==> config.mk <==
export PLATFORM = sky130hd
export DESIGN_NAME = pmc_channel
export DESIGN_NICKNAME = d
export VERILOG_FILES = /design/src/pmc_pkg.sv /design/src/pmc_channel.sv
export VERILOG_INCLUDE_DIRS = /design/src /design/src/src
export SDC_FILE = /design/constraint.sdc
export NUM_CORES = 1
export LEC_CHECK = 0
export ABC_AREA = 1
export BUFFER_PORTS_ARGS = -buffer_cell sky130_fd_sc_hd__buf_2
export CORE_ASPECT_RATIO = 1.25
export CORE_MARGIN = 3
export CORE_UTILIZATION = 33
export DETAILED_ROUTE_END_ITERATION = 10
export MAX_ROUTING_LAYER = met4
export PLACE_DENSITY = 0.63
export REMOVE_ABC_BUFFERS = 1
export SYNTH_ARGS = -nofsm -noshare
export SYNTH_HDL_FRONTEND = slang
export SYNTH_SLANG_ARGS = --single-unit
==> constraint.sdc <==
create_clock -name CLK_SYS -period 1.2 [get_ports CLK_SYS]
set_input_delay 0.24 -clock CLK_SYS [delete_from_list [all_inputs] [get_ports CLK_SYS]]
set_output_delay 0.24 -clock CLK_SYS [all_outputs]
set_load 0.05 [all_outputs]
==> src/pmc_defs.svh <==
/*
 Constants for the power-management mailbox channel: core register
 offsets, status and control field positions, reset values and host irq mode codes.
 Assumes inclusion from the package, the checker and the bench.
*/
`ifndef PMC_DEFS_SVH
`define PMC_DEFS_SVH

// ----------------------------------------------------------------------
// Core register offsets (channel 1 map)
// ----------------------------------------------------------------------
`define PMC_OFS_STATUS      16'hfeac
`define PMC_OFS_OUT_PLAIN   16'hfeae
`define PMC_OFS_IN_PLAIN    16'hfeb0
`define PMC_OFS_OUT_SCI     16'hfeb2
`define PMC_OFS_OUT_SMI     16'hfeb4
`define PMC_OFS_IN_SCI      16'hfeb6
`define PMC_OFS_CTRL        16'hfeb8
`define PMC_OFS_IRQ_CFG     16'hfeba

// ----------------------------------------------------------------------
// Status fields
// ----------------------------------------------------------------------
`define PMC_ST_OBF          0
`define PMC_ST_IBF          1
`define PMC_ST_GEN          2
`define PMC_ST_CMD          3
`define PMC_ST_CORE_WMASK   8'hf4
`define PMC_ST_RESET        8'h00

// ----------------------------------------------------------------------
// Control and host irq config fields
// ----------------------------------------------------------------------
`define PMC_CTL_IBF_IE      0
`define PMC_CTL_OBE_IE      1
`define PMC_CTL_EME         7
`define PMC_CTL_RESET       8'h40
`define PMC_CFG_HIRQ_EN     3
`define PMC_CFG_HOST_IRQ_MODE_FIELD_LO     0
`define PMC_CFG_RESET       8'h00
`define PMC_HOST_IRQ_MODE_FIELD_LEVEL      3'h0

`endif

==> src/pmc_pkg.sv <==
/*
 Types for the power-management mailbox channel.
 Assumes pmc_defs.svh is on the include path.
*/
package pmc_pkg;
    `include "pmc_defs.svh"

    typedef struct packed {
        logic       wr;
        logic       rd;
        logic [15:0] addr;
        logic [7:0]  wdata;
    } pmc_core_req_t;

    typedef struct packed {
        logic       wr;
        logic       rd;
        logic       cmd_sel;
        logic [7:0] wdata;
    } pmc_host_req_t;

    typedef struct packed {
        logic [7:0] in_latch;
        logic [7:0] out_latch;
        logic [7:0] status;
        logic [7:0] ctrl;
        logic [7:0] irq_cfg;
        logic       in_sci;
        logic       out_sci;
        logic       out_smi;
        logic [7:0] core_rdata;
        logic [7:0] host_rdata;
        logic       host_irq;
        logic       core_irq_ibf;
        logic       core_irq_obe;
        logic       host_sci;
    } pmc_state_t;
endpackage

==> src/pmc_channel.sv <==
/*
 One power-management mailbox channel between host and embedded core.
 Assumes host and core requests are synchronous to CLK_SYS one-cycle
 strobes; instantiate once per channel, instances share nothing.
*/
// What this block does
// RQ1: Host write to data or command port loads input latch, sets input-full.
// RQ2: Status bit 3 shows last host write target; core cannot write it.
// RQ3: Core read of either input-read register clears input-full.
// RQ4: Input-full core interrupt asserted while unread data and enable set.
// RQ5: Any output-write register sets output-full; core flag writes ignored.
// RQ6: Firmware writes output latch only while output-full is clear.
// RQ7: Host data read returns output latch and clears output-full.
// RQ8: Level mode with hardware irq enabled: data read drops host irq.
// RQ9: Compatible mode, empty enable: core interrupt high while output empty.
// RQ10: Enhanced mode SCI and SMI output writes raise SCI and SMI.
// RQ11: Status readable by both; only bits 2 and 7-4 core writable.
// RQ12: Host status read returns the same status byte as core.
// RQ13: Reset clears all status bits.
// RQ14: Bit 2 general flag, core set or clear, no side effects.
// RQ15: Bits 7-4 four core-writable signaling flags.
// RQ16: Host polls status or services interrupts before reading data.
// RQ17: Firmware checks command marker before reading input latch.
// RQ18: Plain output write sets output-full with no SCI or SMI.
// RQ19: Enhanced mode SCI input read sets input SCI flag; cleared when input-full sets.
// RQ20: Control bit 7 high selects enhanced mode, low compatible.
// RQ21: Each channel instance independent, no shared state.
// RQ22: Host write while full overwrites latch, updates marker, stays full.
`timescale 1ns/1ns
module pmc_channel
    import pmc_pkg::*;
(
    input  wire logic        CLK_SYS,
    input  wire logic        RSTN,
    input  wire logic        CORE_WR,
    input  wire logic        CORE_RD,
    input  wire logic [15:0] CORE_ADDR,
    input  wire logic [7:0]  CORE_WDATA,
    output logic      [7:0]  CORE_RDATA,
    output logic             CORE_IRQ_IBF,
    output logic             CORE_IRQ_OBE,
    input  wire logic        HOST_WR,
    input  wire logic        HOST_RD,
    input  wire logic        HOST_CMD_SEL,
    input  wire logic [7:0]  HOST_WDATA,
    output logic      [7:0]  HOST_RDATA,
    output logic             HOST_IRQ,
    output logic             HOST_SCI,
    output logic             HOST_SMI
);

    // ------------------------------------------------------------------
    // State
    // ------------------------------------------------------------------
    // RQ21: state local to instance
    pmc_state_t    s_r;
    pmc_state_t    s_nxt;
    pmc_core_req_t creq;
    pmc_host_req_t hreq;

    // ------------------------------------------------------------------
    // Address decode and request carriers
    // ------------------------------------------------------------------
    function automatic logic hit(input logic [15:0] a, input logic [15:0] o);
        hit = (a == o);
    endfunction

    assign creq = '{wr: CORE_WR, rd: CORE_RD, addr: CORE_ADDR,
                    wdata: CORE_WDATA};
    assign hreq = '{wr: HOST_WR, rd: HOST_RD, cmd_sel: HOST_CMD_SEL,
                    wdata: HOST_WDATA};

    // ------------------------------------------------------------------
    // Next state
    // ------------------------------------------------------------------
    always_comb begin
        logic out_wr;
        logic in_rd;
        logic enh;
        logic host_dread;
        out_wr     = 1'b0;
        in_rd      = 1'b0;
        host_dread = 1'b0;
        s_nxt      = s_r;
        // RQ20: mode select bit
        enh = s_r.ctrl[`PMC_CTL_EME];

        // Core reads
        // Read data answers one cycle, zero when idle
        s_nxt.core_rdata = 8'h00;
        if (creq.rd) begin
            case (creq.addr)
                `PMC_OFS_STATUS: s_nxt.core_rdata = s_r.status;
                `PMC_OFS_IN_PLAIN,
                `PMC_OFS_IN_SCI: begin
                    s_nxt.core_rdata = s_r.in_latch;
                    in_rd = 1'b1;
                end
                `PMC_OFS_CTRL:    s_nxt.core_rdata = s_r.ctrl;
                `PMC_OFS_IRQ_CFG: s_nxt.core_rdata = s_r.irq_cfg;
                default:          s_nxt.core_rdata = 8'h00;
            endcase
        end
        // RQ3: input read clears full
        if (in_rd) begin
            s_nxt.status[`PMC_ST_IBF] = 1'b0;
        end
        // RQ19: SCI input read flag
        if (creq.rd && hit(creq.addr, `PMC_OFS_IN_SCI) && enh) begin
            s_nxt.in_sci = 1'b1;
        end

        // Core writes
        if (creq.wr) begin
            case (creq.addr)
                // RQ11: masked status write
                `PMC_OFS_STATUS: begin
                    // RQ14: general flag
                    // RQ15: signaling flags
                    // Bits 0, 1 and 3 stay with hardware
                    s_nxt.status = (s_r.status & ~`PMC_ST_CORE_WMASK)
                                 | (creq.wdata & `PMC_ST_CORE_WMASK);
                    if (in_rd) begin
                        s_nxt.status[`PMC_ST_IBF] = 1'b0;
                    end
                end
                `PMC_OFS_OUT_PLAIN,
                `PMC_OFS_OUT_SCI,
                `PMC_OFS_OUT_SMI: out_wr = 1'b1;
                `PMC_OFS_CTRL:    s_nxt.ctrl    = creq.wdata;
                `PMC_OFS_IRQ_CFG: s_nxt.irq_cfg = creq.wdata;
                default:          out_wr = 1'b0;
            endcase
        end

        // Host access
        // Host read data holds until the next host read
        s_nxt.host_rdata = s_r.host_rdata;
        if (hreq.rd) begin
            // RQ12: host status view
            if (hreq.cmd_sel) begin
                s_nxt.host_rdata = s_r.status;
            end else begin
                // RQ7: data read clears full
                s_nxt.host_rdata = s_r.out_latch;
                host_dread = 1'b1;
                s_nxt.status[`PMC_ST_OBF] = 1'b0;
                s_nxt.out_sci = 1'b0;
                s_nxt.out_smi = 1'b0;
            end
        end
        // Core output write wins over a same-cycle host read
        // RQ5: output write sets full
        if (out_wr) begin
            s_nxt.out_latch = creq.wdata;
            s_nxt.status[`PMC_ST_OBF] = 1'b1;
            // RQ18: plain write no pulses
            // RQ10: enhanced SCI and SMI
            s_nxt.out_sci = enh && hit(creq.addr, `PMC_OFS_OUT_SCI);
            s_nxt.out_smi = enh && hit(creq.addr, `PMC_OFS_OUT_SMI);
        end
        // Host write wins over a same-cycle core input read
        // RQ1: host write loads latch
        // RQ22: overwrite while full
        if (hreq.wr) begin
            s_nxt.in_latch = hreq.wdata;
            s_nxt.status[`PMC_ST_IBF] = 1'b1;
            // RQ2: command marker
            s_nxt.status[`PMC_ST_CMD] = hreq.cmd_sel;
            s_nxt.in_sci = 1'b0;
        end

        // Host irq, level mode follows output-full
        if (s_r.irq_cfg[`PMC_CFG_HIRQ_EN]) begin
            // RQ8: level irq drop on read
            if (s_r.irq_cfg[`PMC_CFG_HOST_IRQ_MODE_FIELD_LO +: 3] == `PMC_HOST_IRQ_MODE_FIELD_LEVEL) begin
                s_nxt.host_irq = s_nxt.status[`PMC_ST_OBF] && !host_dread;
            end else begin
                s_nxt.host_irq = 1'b0;
            end
        end else begin
            s_nxt.host_irq = 1'b0;
        end

        // RQ4: input-full core irq
        s_nxt.core_irq_ibf = s_r.ctrl[`PMC_CTL_IBF_IE]
                           && s_nxt.status[`PMC_ST_IBF];
        // RQ9: output-empty core irq
        s_nxt.core_irq_obe = s_r.ctrl[`PMC_CTL_OBE_IE]
                           && !s_nxt.status[`PMC_ST_OBF];

        // RQ19: SCI from both flags
        s_nxt.host_sci = s_nxt.out_sci | s_nxt.in_sci;
    end

    // ------------------------------------------------------------------
    // Registers
    // ------------------------------------------------------------------
    always_ff @(posedge CLK_SYS or negedge RSTN) begin
        if (!RSTN) begin
            s_r <= '0;
            // RQ13: status cleared
            s_r.status  <= `PMC_ST_RESET;
            // Control leaves reset at 0x40
            s_r.ctrl    <= `PMC_CTL_RESET;
            s_r.irq_cfg <= `PMC_CFG_RESET;
        end else begin
            s_r <= s_nxt;
        end
    end

    // ------------------------------------------------------------------
    // Outputs
    // ------------------------------------------------------------------
    assign CORE_RDATA   = s_r.core_rdata;
    assign CORE_IRQ_IBF = s_r.core_irq_ibf;
    assign CORE_IRQ_OBE = s_r.core_irq_obe;
    assign HOST_RDATA   = s_r.host_rdata;
    assign HOST_IRQ     = s_r.host_irq;
    assign HOST_SCI     = s_r.host_sci;
    assign HOST_SMI     = s_r.out_smi;

endmodule

==> results.txt, run 1 <==
----------------------------------------------------
[GRT]
  Pin count of the biggest net entering global routing ... 34
  Total congestion overflow ... 0
  Initial antenna violation count ... 0
  Total routing usage reported by global routing ... 14.87%
  Global-route wire length before repair ... 12,040 microns
  Number of global-route vias before repair ... 2,593

[Critical path]
  Critical path class ... reg -> out
  R2R Setup Slk ... 150 ps
  Number of buffers and inverters on the critical path ... 1
  Cell family with most CP delay ... flip-flops
  Critical path startpoint category ... flip-flop
  Peak fanout along the critical path ... 2
  Required time at the endpoint of the critical path ... 960 ps
  Critical Path End Type ... output pin
  Reg-to-reg endpoint ... HOST_SCI
  Arrival time worst endpoint ... 930 ps
  Worst r2r path cells ... 4
  Crit-path max cell delay ... 340 ps
  Cell-by-cell trace of the critical path ... buf_2
  Worst R2R Start ... s_r[38]
  Slowest library cell on the worst path ... sky130_fd_sc_hd__dfrtp_1

[Flow run]
  Reported max-cap violation count ... 0

[Hold path]
  Hold path cells ... 3
  Terminating pin of the worst hold path ... s_r[62]
  Startpoint of the tightest hold check path ... HOST_WDATA[7]
  HP Class ... in -> reg

[Detailed routing]
  Total wirelength of the detailed-routed design ... 7131 microns
  First-pass iteration count of the detailed router ... 4
  WL/cell ... 12.67 microns
  Routed vias/inst ... 4.551
  Number of violations reported at the end of detailed-routing iteration 0 ... 104
  Remaining antenna violation count ... 0
  Residual DRC ... 0
  Count of vias placed by the detailed router ... 2,562

[Logic synthesis]
  Part of the Yosys area used for sequential elements ... 50.50%
  Count of mapped cells out of synthesis ... 360
  Count of state elements after synthesis ... 63
  Fraction of synthesis flops using an asynchronous set or reset pin ... 100.0%
  Number of warnings reported in the yosys synthesis log ... 0
  Mean post-synth cell area ... 8.678 sq um
  Post-synth EDFFs ... 0
  Count of cell types in the netlist ... 26
  Area of the mapped netlist ... 3124 sq um
  Leading register cell type out of synthesis ... sky130_fd_sc_hd__dfrtp_1

[Pwr]
  Leak ... 2.010 nW
  Power per cell area ... 1226 nW/um^2
  Overall power consumption ... 4.928 mW
  Max VDD drop ... 598.9 uV

[STA]
  Worst hold-check slack ... 126.9 ps
  RSZ-0062 raised after global routing ... false
  Final period util ... 97.48%
  Slew at the pin with the worst max-slew slack ... 234.2 ps
  Fmax ... 854.9 MHz
  Final count of hold timing violations ... 0
  Worst slew margin relative to its limit ... 84.22%
  Clock skew ... 6.365 ps
  Number of failing setup endpoints in the final timing report ... 0
  Sum of negative setup slack ... 0 ps
  Post-layout min period ... 1170 ps
  Total count of max-transition violations in the final report ... 0

[Floorplanning]
  Die width ... 93.03 microns
  Die Ht ... 114.8 microns
  Initial Utilization ... 34.06%
  # rows ... 39
  Full die area ... 10,680 sq um
  Core area ... 9174 sq um
  I/O pins ... 60

[Clock tree]
  Worst skew pair latency ... 320 ps
  Clock buffer count from CTS ... 9
  Sink count of the clock tree ... 63
  CTS max path bufs ... 2
  CTS tree ... yes
  Root cell of the clock tree ... sky130_fd_sc_hd__clkbuf_16
  Clock-pin slew on the worst setup and hold paths ... 50 ps
  Number of levels the H-tree was split into ... 3

[Cells and area]
  Count of antenna diodes in the layout ... 0
  Filler cell count ... 919
  Total Nets Final ... 475
  Top library cells by usage in the layout, fill and taps aside ... sky130_fd_sc_hd__nand2_1 (89), sky130_fd_sc_hd__dfrtp_1 (62), sky130_fd_sc_hd__buf_2 (53)
  Final instance area ... 4019 sq um
  Layout-stage area growth over the synthesis result ... 28.63%
  Ratio of cells with drive above 1 in the final layout ... 36.36%
  Most common cell after layout, fill and taps aside ... sky130_fd_sc_hd__nand2_1

[Place]
  GP Congestion ... 0.8343
  Input/output buffers ... 59
  Detailed placement HPWL ... 5472 microns
  Total cell area at the placement stage ... 3669 sq um

[Status]
  Outcome ... complete, no violations

----------------------------------------------------
-- sequential cells by signal, summed over array words and instances (netlist names) --
register,count
s_r,42
CORE_RDATA,8
HOST_RDATA,8
CORE_IRQ_IBF,1
CORE_IRQ_OBE,1
HOST_IRQ,1
HOST_SCI,1
HOST_SMI,1
-- final cells by class --
type | instances | area, sq um | area share (%)
multi-input combinational | 240 | 1261 | 31.38
inverter | 35 | 132.6 | 3.300
clock inverter | 4 | 22.52 | 0.5604
sequential | 63 | 1578 | 39.26
tap | 123 | 153.9 | 3.829
timing repair buffer | 87 | 628.1 | 15.63
clock buffer | 11 | 242.7 | 6.040
-- where the power goes --
| part | internal [mW] | total (mW) | leakage (nW) | switching, mW |
|---|---|---|---|---|
| sequential | 2.18 | 2.20 | 0.846 | 0.0207 |
| combinational | 0.145 | 0.433 | 1.03 | 0.288 |
| clock | 1.43 | 2.30 | 0.131 | 0.869 |
-- routing by layer --
layer	part of all wire, %	track usage (%)	wire, microns
met1	40	16.41	2840
met2	55	26.33	3924
met3	3.3	3.272	235
met4	1.8	5.279	130
met5	0	-	0
-- how the worst max path moves through the flow --
stage	slack, ps	startpoint	depth (start not counted)	to
floorplan	-160	CORE_ADDR[8]	10	s_r[47]
global placement	-250	CORE_ADDR[8]	10	CORE_RDATA[1]
detailed placement	-260	CORE_ADDR[8]	10	CORE_RDATA[5]
CTS	10	HOST_RDATA[7]	1	HOST_RDATA[7]
global route	0.4	HOST_RDATA[6]	1	HOST_RDATA[6]
finish	30	HOST_RDATA[5]	1	HOST_RDATA[5]
-- per-stage QoR --
| step | util [%] | std cells | setup WS [ps] |
|---|---|---|---|
| 2_1_floorplan | - | 338 | -158.1 |
| 5_1_grt | 43.81 | 563 | 0.4464 |
| 6_report | 43.81 | 563 | 30.26 |
| 3_3_place_gp | 39.99 | 544 | -252.1 |
| 3_5_place_dp | 39.99 | 544 | -264.4 |
| 4_1_cts | 43.02 | 560 | 12.84 |
-- synth_stat cells, types with 2 or more instances --
| cell type | count | area [sq um] |
|---|---|---|
| sky130_fd_sc_hd__nand2_1 | 90 | 337.8 |
| sky130_fd_sc_hd__dfrtp_1 | 62 | 1551 |
| sky130_fd_sc_hd__nor2_1 | 38 | 142.6 |
| sky130_fd_sc_hd__o21ai_0 | 34 | 170.2 |
| sky130_fd_sc_hd__inv_1 | 29 | 108.9 |
| sky130_fd_sc_hd__buf_4 | 16 | 120.1 |
| sky130_fd_sc_hd__nand3_1 | 16 | 80.08 |
| sky130_fd_sc_hd__o21ai_2 | 16 | 140.1 |
| sky130_fd_sc_hd__nor2_2 | 11 | 68.82 |
| sky130_fd_sc_hd__nand2_2 | 8 | 50.05 |
| sky130_fd_sc_hd__nor2_4 | 7 | 78.83 |
| sky130_fd_sc_hd__nand3_2 | 5 | 50.05 |
| sky130_fd_sc_hd__o21ai_1 | 5 | 25.02 |
| sky130_fd_sc_hd__buf_6 | 4 | 45.04 |
| sky130_fd_sc_hd__inv_2 | 3 | 11.26 |
| sky130_fd_sc_hd__nand2_4 | 3 | 33.78 |
| sky130_fd_sc_hd__clkbuf_1 | 2 | 7.510 |
| sky130_fd_sc_hd__clkinv_1 | 2 | 7.510 |
| sky130_fd_sc_hd__nand4_1 | 2 | 12.51 |
-- kinds of logic (layout without fill, tap and decap cells) --
logic type | Yosys count | count (layout) | share of synthesized area, %
simple gates | 183 | 183 | 28.47
flops | 63 | 63 | 50.50
compound gates | 57 | 57 | 11.25
buf+inv | 57 | 137 | 9.772
-- what timing repair did --
action                                 CTS  global route
hold buffers                             1             0
endpoints found under the hold margin    5             0
cloned                                   0             1
pin swaps                                0             1
buffers inserted                         0             2
gates resized for setup                  1            10
setup endpoints to repair                1            23
-- worst reg2reg max path, stage by stage (launching register included) --
cell                      delay (ps)
sky130_fd_sc_hd__dfrtp_1         410
sky130_fd_sc_hd__nand2_1          70
sky130_fd_sc_hd__nor3_1          230
sky130_fd_sc_hd__o21ai_0         140
sky130_fd_sc_hd__nand3_1         120
Power figures use the tool's default switching activity.
==> run 2, diff against run 1 <==
--- a/config.mk
+++ b/config.mk
@@ -6,14 +6,12 @@
 export SDC_FILE = /design/constraint.sdc
 export NUM_CORES = 1
 export LEC_CHECK = 0
-export ABC_AREA = 1
 export BUFFER_PORTS_ARGS = -buffer_cell sky130_fd_sc_hd__buf_2
 export CORE_ASPECT_RATIO = 1.25
-export CORE_MARGIN = 3
 export CORE_UTILIZATION = 33
 export DETAILED_ROUTE_END_ITERATION = 10
 export MAX_ROUTING_LAYER = met4
-export PLACE_DENSITY = 0.63
+export PLACE_DENSITY = 0.64
 export REMOVE_ABC_BUFFERS = 1
 export SYNTH_ARGS = -nofsm -noshare
 export SYNTH_HDL_FRONTEND = slang
==> results.txt, run 2 <==
----------------------------------------------------
[Status]
  Outcome ... complete, but fails checks
  Violations in the final reports ... setup timing

[Pwr]
  Leak ... 1.890 nW (-6.0%)
  Power per cell area ... 1125 nW/um^2 (-8.3%)
  Max VDD drop ... 441.1 uV (-26%)

[Cells and area]
  Total Nets Final ... 343 (-28%)
  Layout-stage area growth over the synthesis result ... 32.51%
  Number of flip-flops under the largest register name ... 42 (unchanged)
  Ratio of cells with drive above 1 in the final layout ... 56.96% (+21 points)
  Count of antenna diodes in the layout ... 0 (unchanged)
  Top library cells by usage in the layout, fill and taps aside ... sky130_fd_sc_hd__dfrtp_1 (62), sky130_fd_sc_hd__buf_2 (36), sky130_fd_sc_hd__buf_4 (27)
  Most common cell after layout, fill and taps aside ... sky130_fd_sc_hd__dfrtp_1
  Register with the highest flop count ... s_r
  Final instance area ... 3943 sq um (-1.9%)

[STA]
  RSZ-0062 raised after global routing ... true
  Fmax ... 730.9 MHz (-15%)
  Clock skew ... 6.448 ps (+0.08301 ps)
  Post-layout min period ... 1368 ps (+198.5 ps)
  Worst slew margin relative to its limit ... 76.86% (-7.4 points)
  Number of failing setup endpoints in the final timing report ... 23 (+23)
  Worst hold-check slack ... 128.5 ps (+1.549 ps)
  Setup WS post-layout ... -168.2 ps (-198.5 ps)
  Final period util ... 114.0% (+17 points)
  Total count of max-transition violations in the final report ... 0 (unchanged)
  Final count of hold timing violations ... 0 (unchanged)
  Slew at the pin with the worst max-slew slack ... 347.0 ps (+112.8 ps)

[Logic synthesis]
  Post-synth EDFFs ... 0 (unchanged)
  Library cell occupying the most area in the post-synthesis netlist ... sky130_fd_sc_hd__dfrtp_1
  Leading register cell type out of synthesis ... sky130_fd_sc_hd__dfrtp_1
  Cell with the most instances after synthesis ... sky130_fd_sc_hd__dfrtp_1
  Fraction of synthesis flops using an asynchronous set or reset pin ... 100.0% (unchanged)
  Most used standard cells in the synthesized netlist ... sky130_fd_sc_hd__dfrtp_1 (62), sky130_fd_sc_hd__mux2_2 (33), sky130_fd_sc_hd__a21oi_1 (17), sky130_fd_sc_hd__buf_4 (17), sky130_fd_sc_hd__a22oi_1 (16)
  Count of cell types in the netlist ... 49 (+88%)
  Count of state elements after synthesis ... 63 (unchanged)
  Number of warnings reported in the yosys synthesis log ... 0 (unchanged)
  Area of the mapped netlist ... 2975 sq um (-4.8%)
  Part of the Yosys area used for sequential elements ... 53.03% (+2.5 points)
  Leading cell types by total area after synthesis ... sky130_fd_sc_hd__dfrtp_1 (52%), sky130_fd_sc_hd__mux2_2 (12%), sky130_fd_sc_hd__buf_4 (4.3%), sky130_fd_sc_hd__a22oi_1 (4.0%), sky130_fd_sc_hd__mux2i_1 (3.0%)
  Mean post-synth cell area ... 13.05 sq um (+50%)
  Count of mapped cells out of synthesis ... 228 (-37%)
  Yosys top cell area share ... 52.14% (+2.5 points)

[Clock tree]
  Root cell of the clock tree ... sky130_fd_sc_hd__clkbuf_8
  Clock-pin slew on the worst setup and hold paths ... 70 ps (+20 ps)
  Sink count of the clock tree ... 63 (unchanged)
  Number of levels the H-tree was split into ... 3 (unchanged)
  Clock buffer count from CTS ... 9 (unchanged)
  CTS max path bufs ... 2 (unchanged)
  Worst skew pair latency ... 350 ps (+30 ps)
  CTS tree ... yes

[Critical path]
  Startpoint of the most critical setup path ... s_r[38]
  Critical path startpoint category ... flip-flop
  Worst R2R Start ... s_r[38]
  Critical Path End Type ... flip-flop
  Critical path class ... reg -> reg
  Peak fanout along the critical path ... 2 (unchanged)
  Cell-by-cell trace of the critical path ... and3b_1, and2_4, a41o_2, a311o_2
  Required time at the endpoint of the critical path ... 1430 ps (+470 ps)
  Slowest library cell on the worst path ... sky130_fd_sc_hd__dfrtp_1
  Crit-path max cell delay ... 380 ps (+40 ps)
  Arrival time worst endpoint ... 1600 ps (+670 ps)

[Detailed routing]
  Count of vias placed by the detailed router ... 2,092 (-18%)
  First-pass iteration count of the detailed router ... 6 (+2)
  Remaining antenna violation count ... 0 (unchanged)
  Routed vias/inst ... 4.876 (+7.2%)
  Residual DRC ... 0 (unchanged)
  Total wirelength of the detailed-routed design ... 6959 microns (-2.4%)
  WL/cell ... 16.22 microns (+28%)
  Number of violations reported at the end of detailed-routing iteration 0 ... 106 (+1.9%)

[Place]
  Total cell area at the placement stage ... 3448 sq um (-6.0%)
  GP Congestion ... 0.8034 (-3.7%)
  Input/output buffers ... 59 (unchanged)
  Detailed placement HPWL ... 4912 microns (-10%)

[GRT]
  Global-route wire length before repair ... 10,900 microns (-9.5%)
  Pin count of the biggest net entering global routing ... 36 (+5.9%)
  Total congestion overflow ... 0 (unchanged)
  Initial antenna violation count ... 0 (unchanged)
  Number of global-route vias before repair ... 2,152 (-17%)
  Total routing usage reported by global routing ... 16.36% (+1.5 points)

[Flow run]
  Reported max-cap violation count ... 0 (unchanged)

[Floorplanning]
  # rows ... 38 (-2.6%)
  I/O pins ... 60 (unchanged)
  Initial Utilization ... 34.20% (+0.14 points)
  Die Ht ... 108.2 microns (-5.8%)
  Die width ... 86.93 microns (-6.6%)
  Full die area ... 9402 sq um (-12%)
  Core area ... 8701 sq um (-5.2%)

[Hold path]
  Startpoint of the tightest hold check path ... HOST_WDATA[6]
  HP Class ... in -> reg

----------------------------------------------------
## run 2: cell types whose count changed after synthesis, sizes merged, moves of 16 or more
| cell | delta |
|---|---|
| a21oi | +16 |
| mux2 | +38 |
| a22oi | +16 |
| o21ai | -55 |
| inv | -27 |
| nand2 | -95 |
| nor2 | -47 |
| nand3 | -19 |
## run 2: through the flow
step                std cells  util (%)  total power [mW]  worst slack (ps)  setup TNS, ps
floorplan                 202         -             2.422            -476.9         -12030
global placement          407     39.63             2.682            -429.1         -16460
detailed placement        407     39.63             2.691            -469.4         -17680
CTS                       427     43.74             4.461            -186.8          -2468
global route              429     45.31             4.658            -186.4          -2194
finish                    429     45.31             4.433            -168.2         -903.1
## run 2: final cells by class
class | instances | area (sq um)
clock buffers | 13 | 178.9
clock inverters | 3 | 15.01
fillers | 817 | 4758
inverters | 5 | 21.27
multi-input cells | 134 | 1315
flip-flops and latches | 63 | 1578
well taps | 120 | 150.1
repair buffers | 91 | 684.4
## run 2: logic make-up (layout without fill, tap and decap cells)
group,count (synthesis),count (layout),share of synthesized area (%)
XOR/XNOR,1,1,0.2944
AO/OA/AOI/OAI,42,42,10.26
multiplexers,47,47,18.04
AND/OR/NAND/NOR,44,44,11.27
flip-flops,63,63,53.03
buffers and inverters,31,112,7.106
## run 2: what timing repair did
| action | 4_1_cts | 5_1_grt |
|---|---|---|
| buffers inserted | 3 | 2 |
| endpoints found under the hold margin | 10 | 0 |
| hold buffers | 1 | 0 |
| setup endpoints to repair | 48 | 54 |
| pin swaps | 8 | 6 |
| resized for setup | 38 | 31 |
| cloned | 0 | 0 |
## run 2: worst paths after layout
| check | endpoint | slack [ps] | cells past startpoint |
|---|---|---|---|
| max | HOST_SCI | -170 | 4 |
| min | s_r[61] | 130 | 2 |
| max reg2reg | HOST_SCI | -170 | 4 |
| min reg2reg | s_r[49] | 500 | 1 |
| max in group asynchronous | s_r[33] | 370 | 3 |
| min in group asynchronous | s_r[54] | 330 | 2 |
## run 2: per-layer routing
layer	vias up	wire, microns	track usage, %
li1	972	-	-
met1	1049	3006	20.04
met2	55	3466	24.92
met3	16	326	4.809
met4	0	159	7.262
met5	-	0	-
## run 2: power by group
group	switching (mW)	internal, mW
sequential	0.0311	2.18
combinational	0.284	0.207
clock	0.773	0.963
total	1.09	3.35
## run 2: worst max-delay path, delay by kind of cell (launching register included)
kind	cells	cell delay, ps
AOI/OAI and AO/OA	2	560
DFF	1	380
and+or+nand+nor	2	320
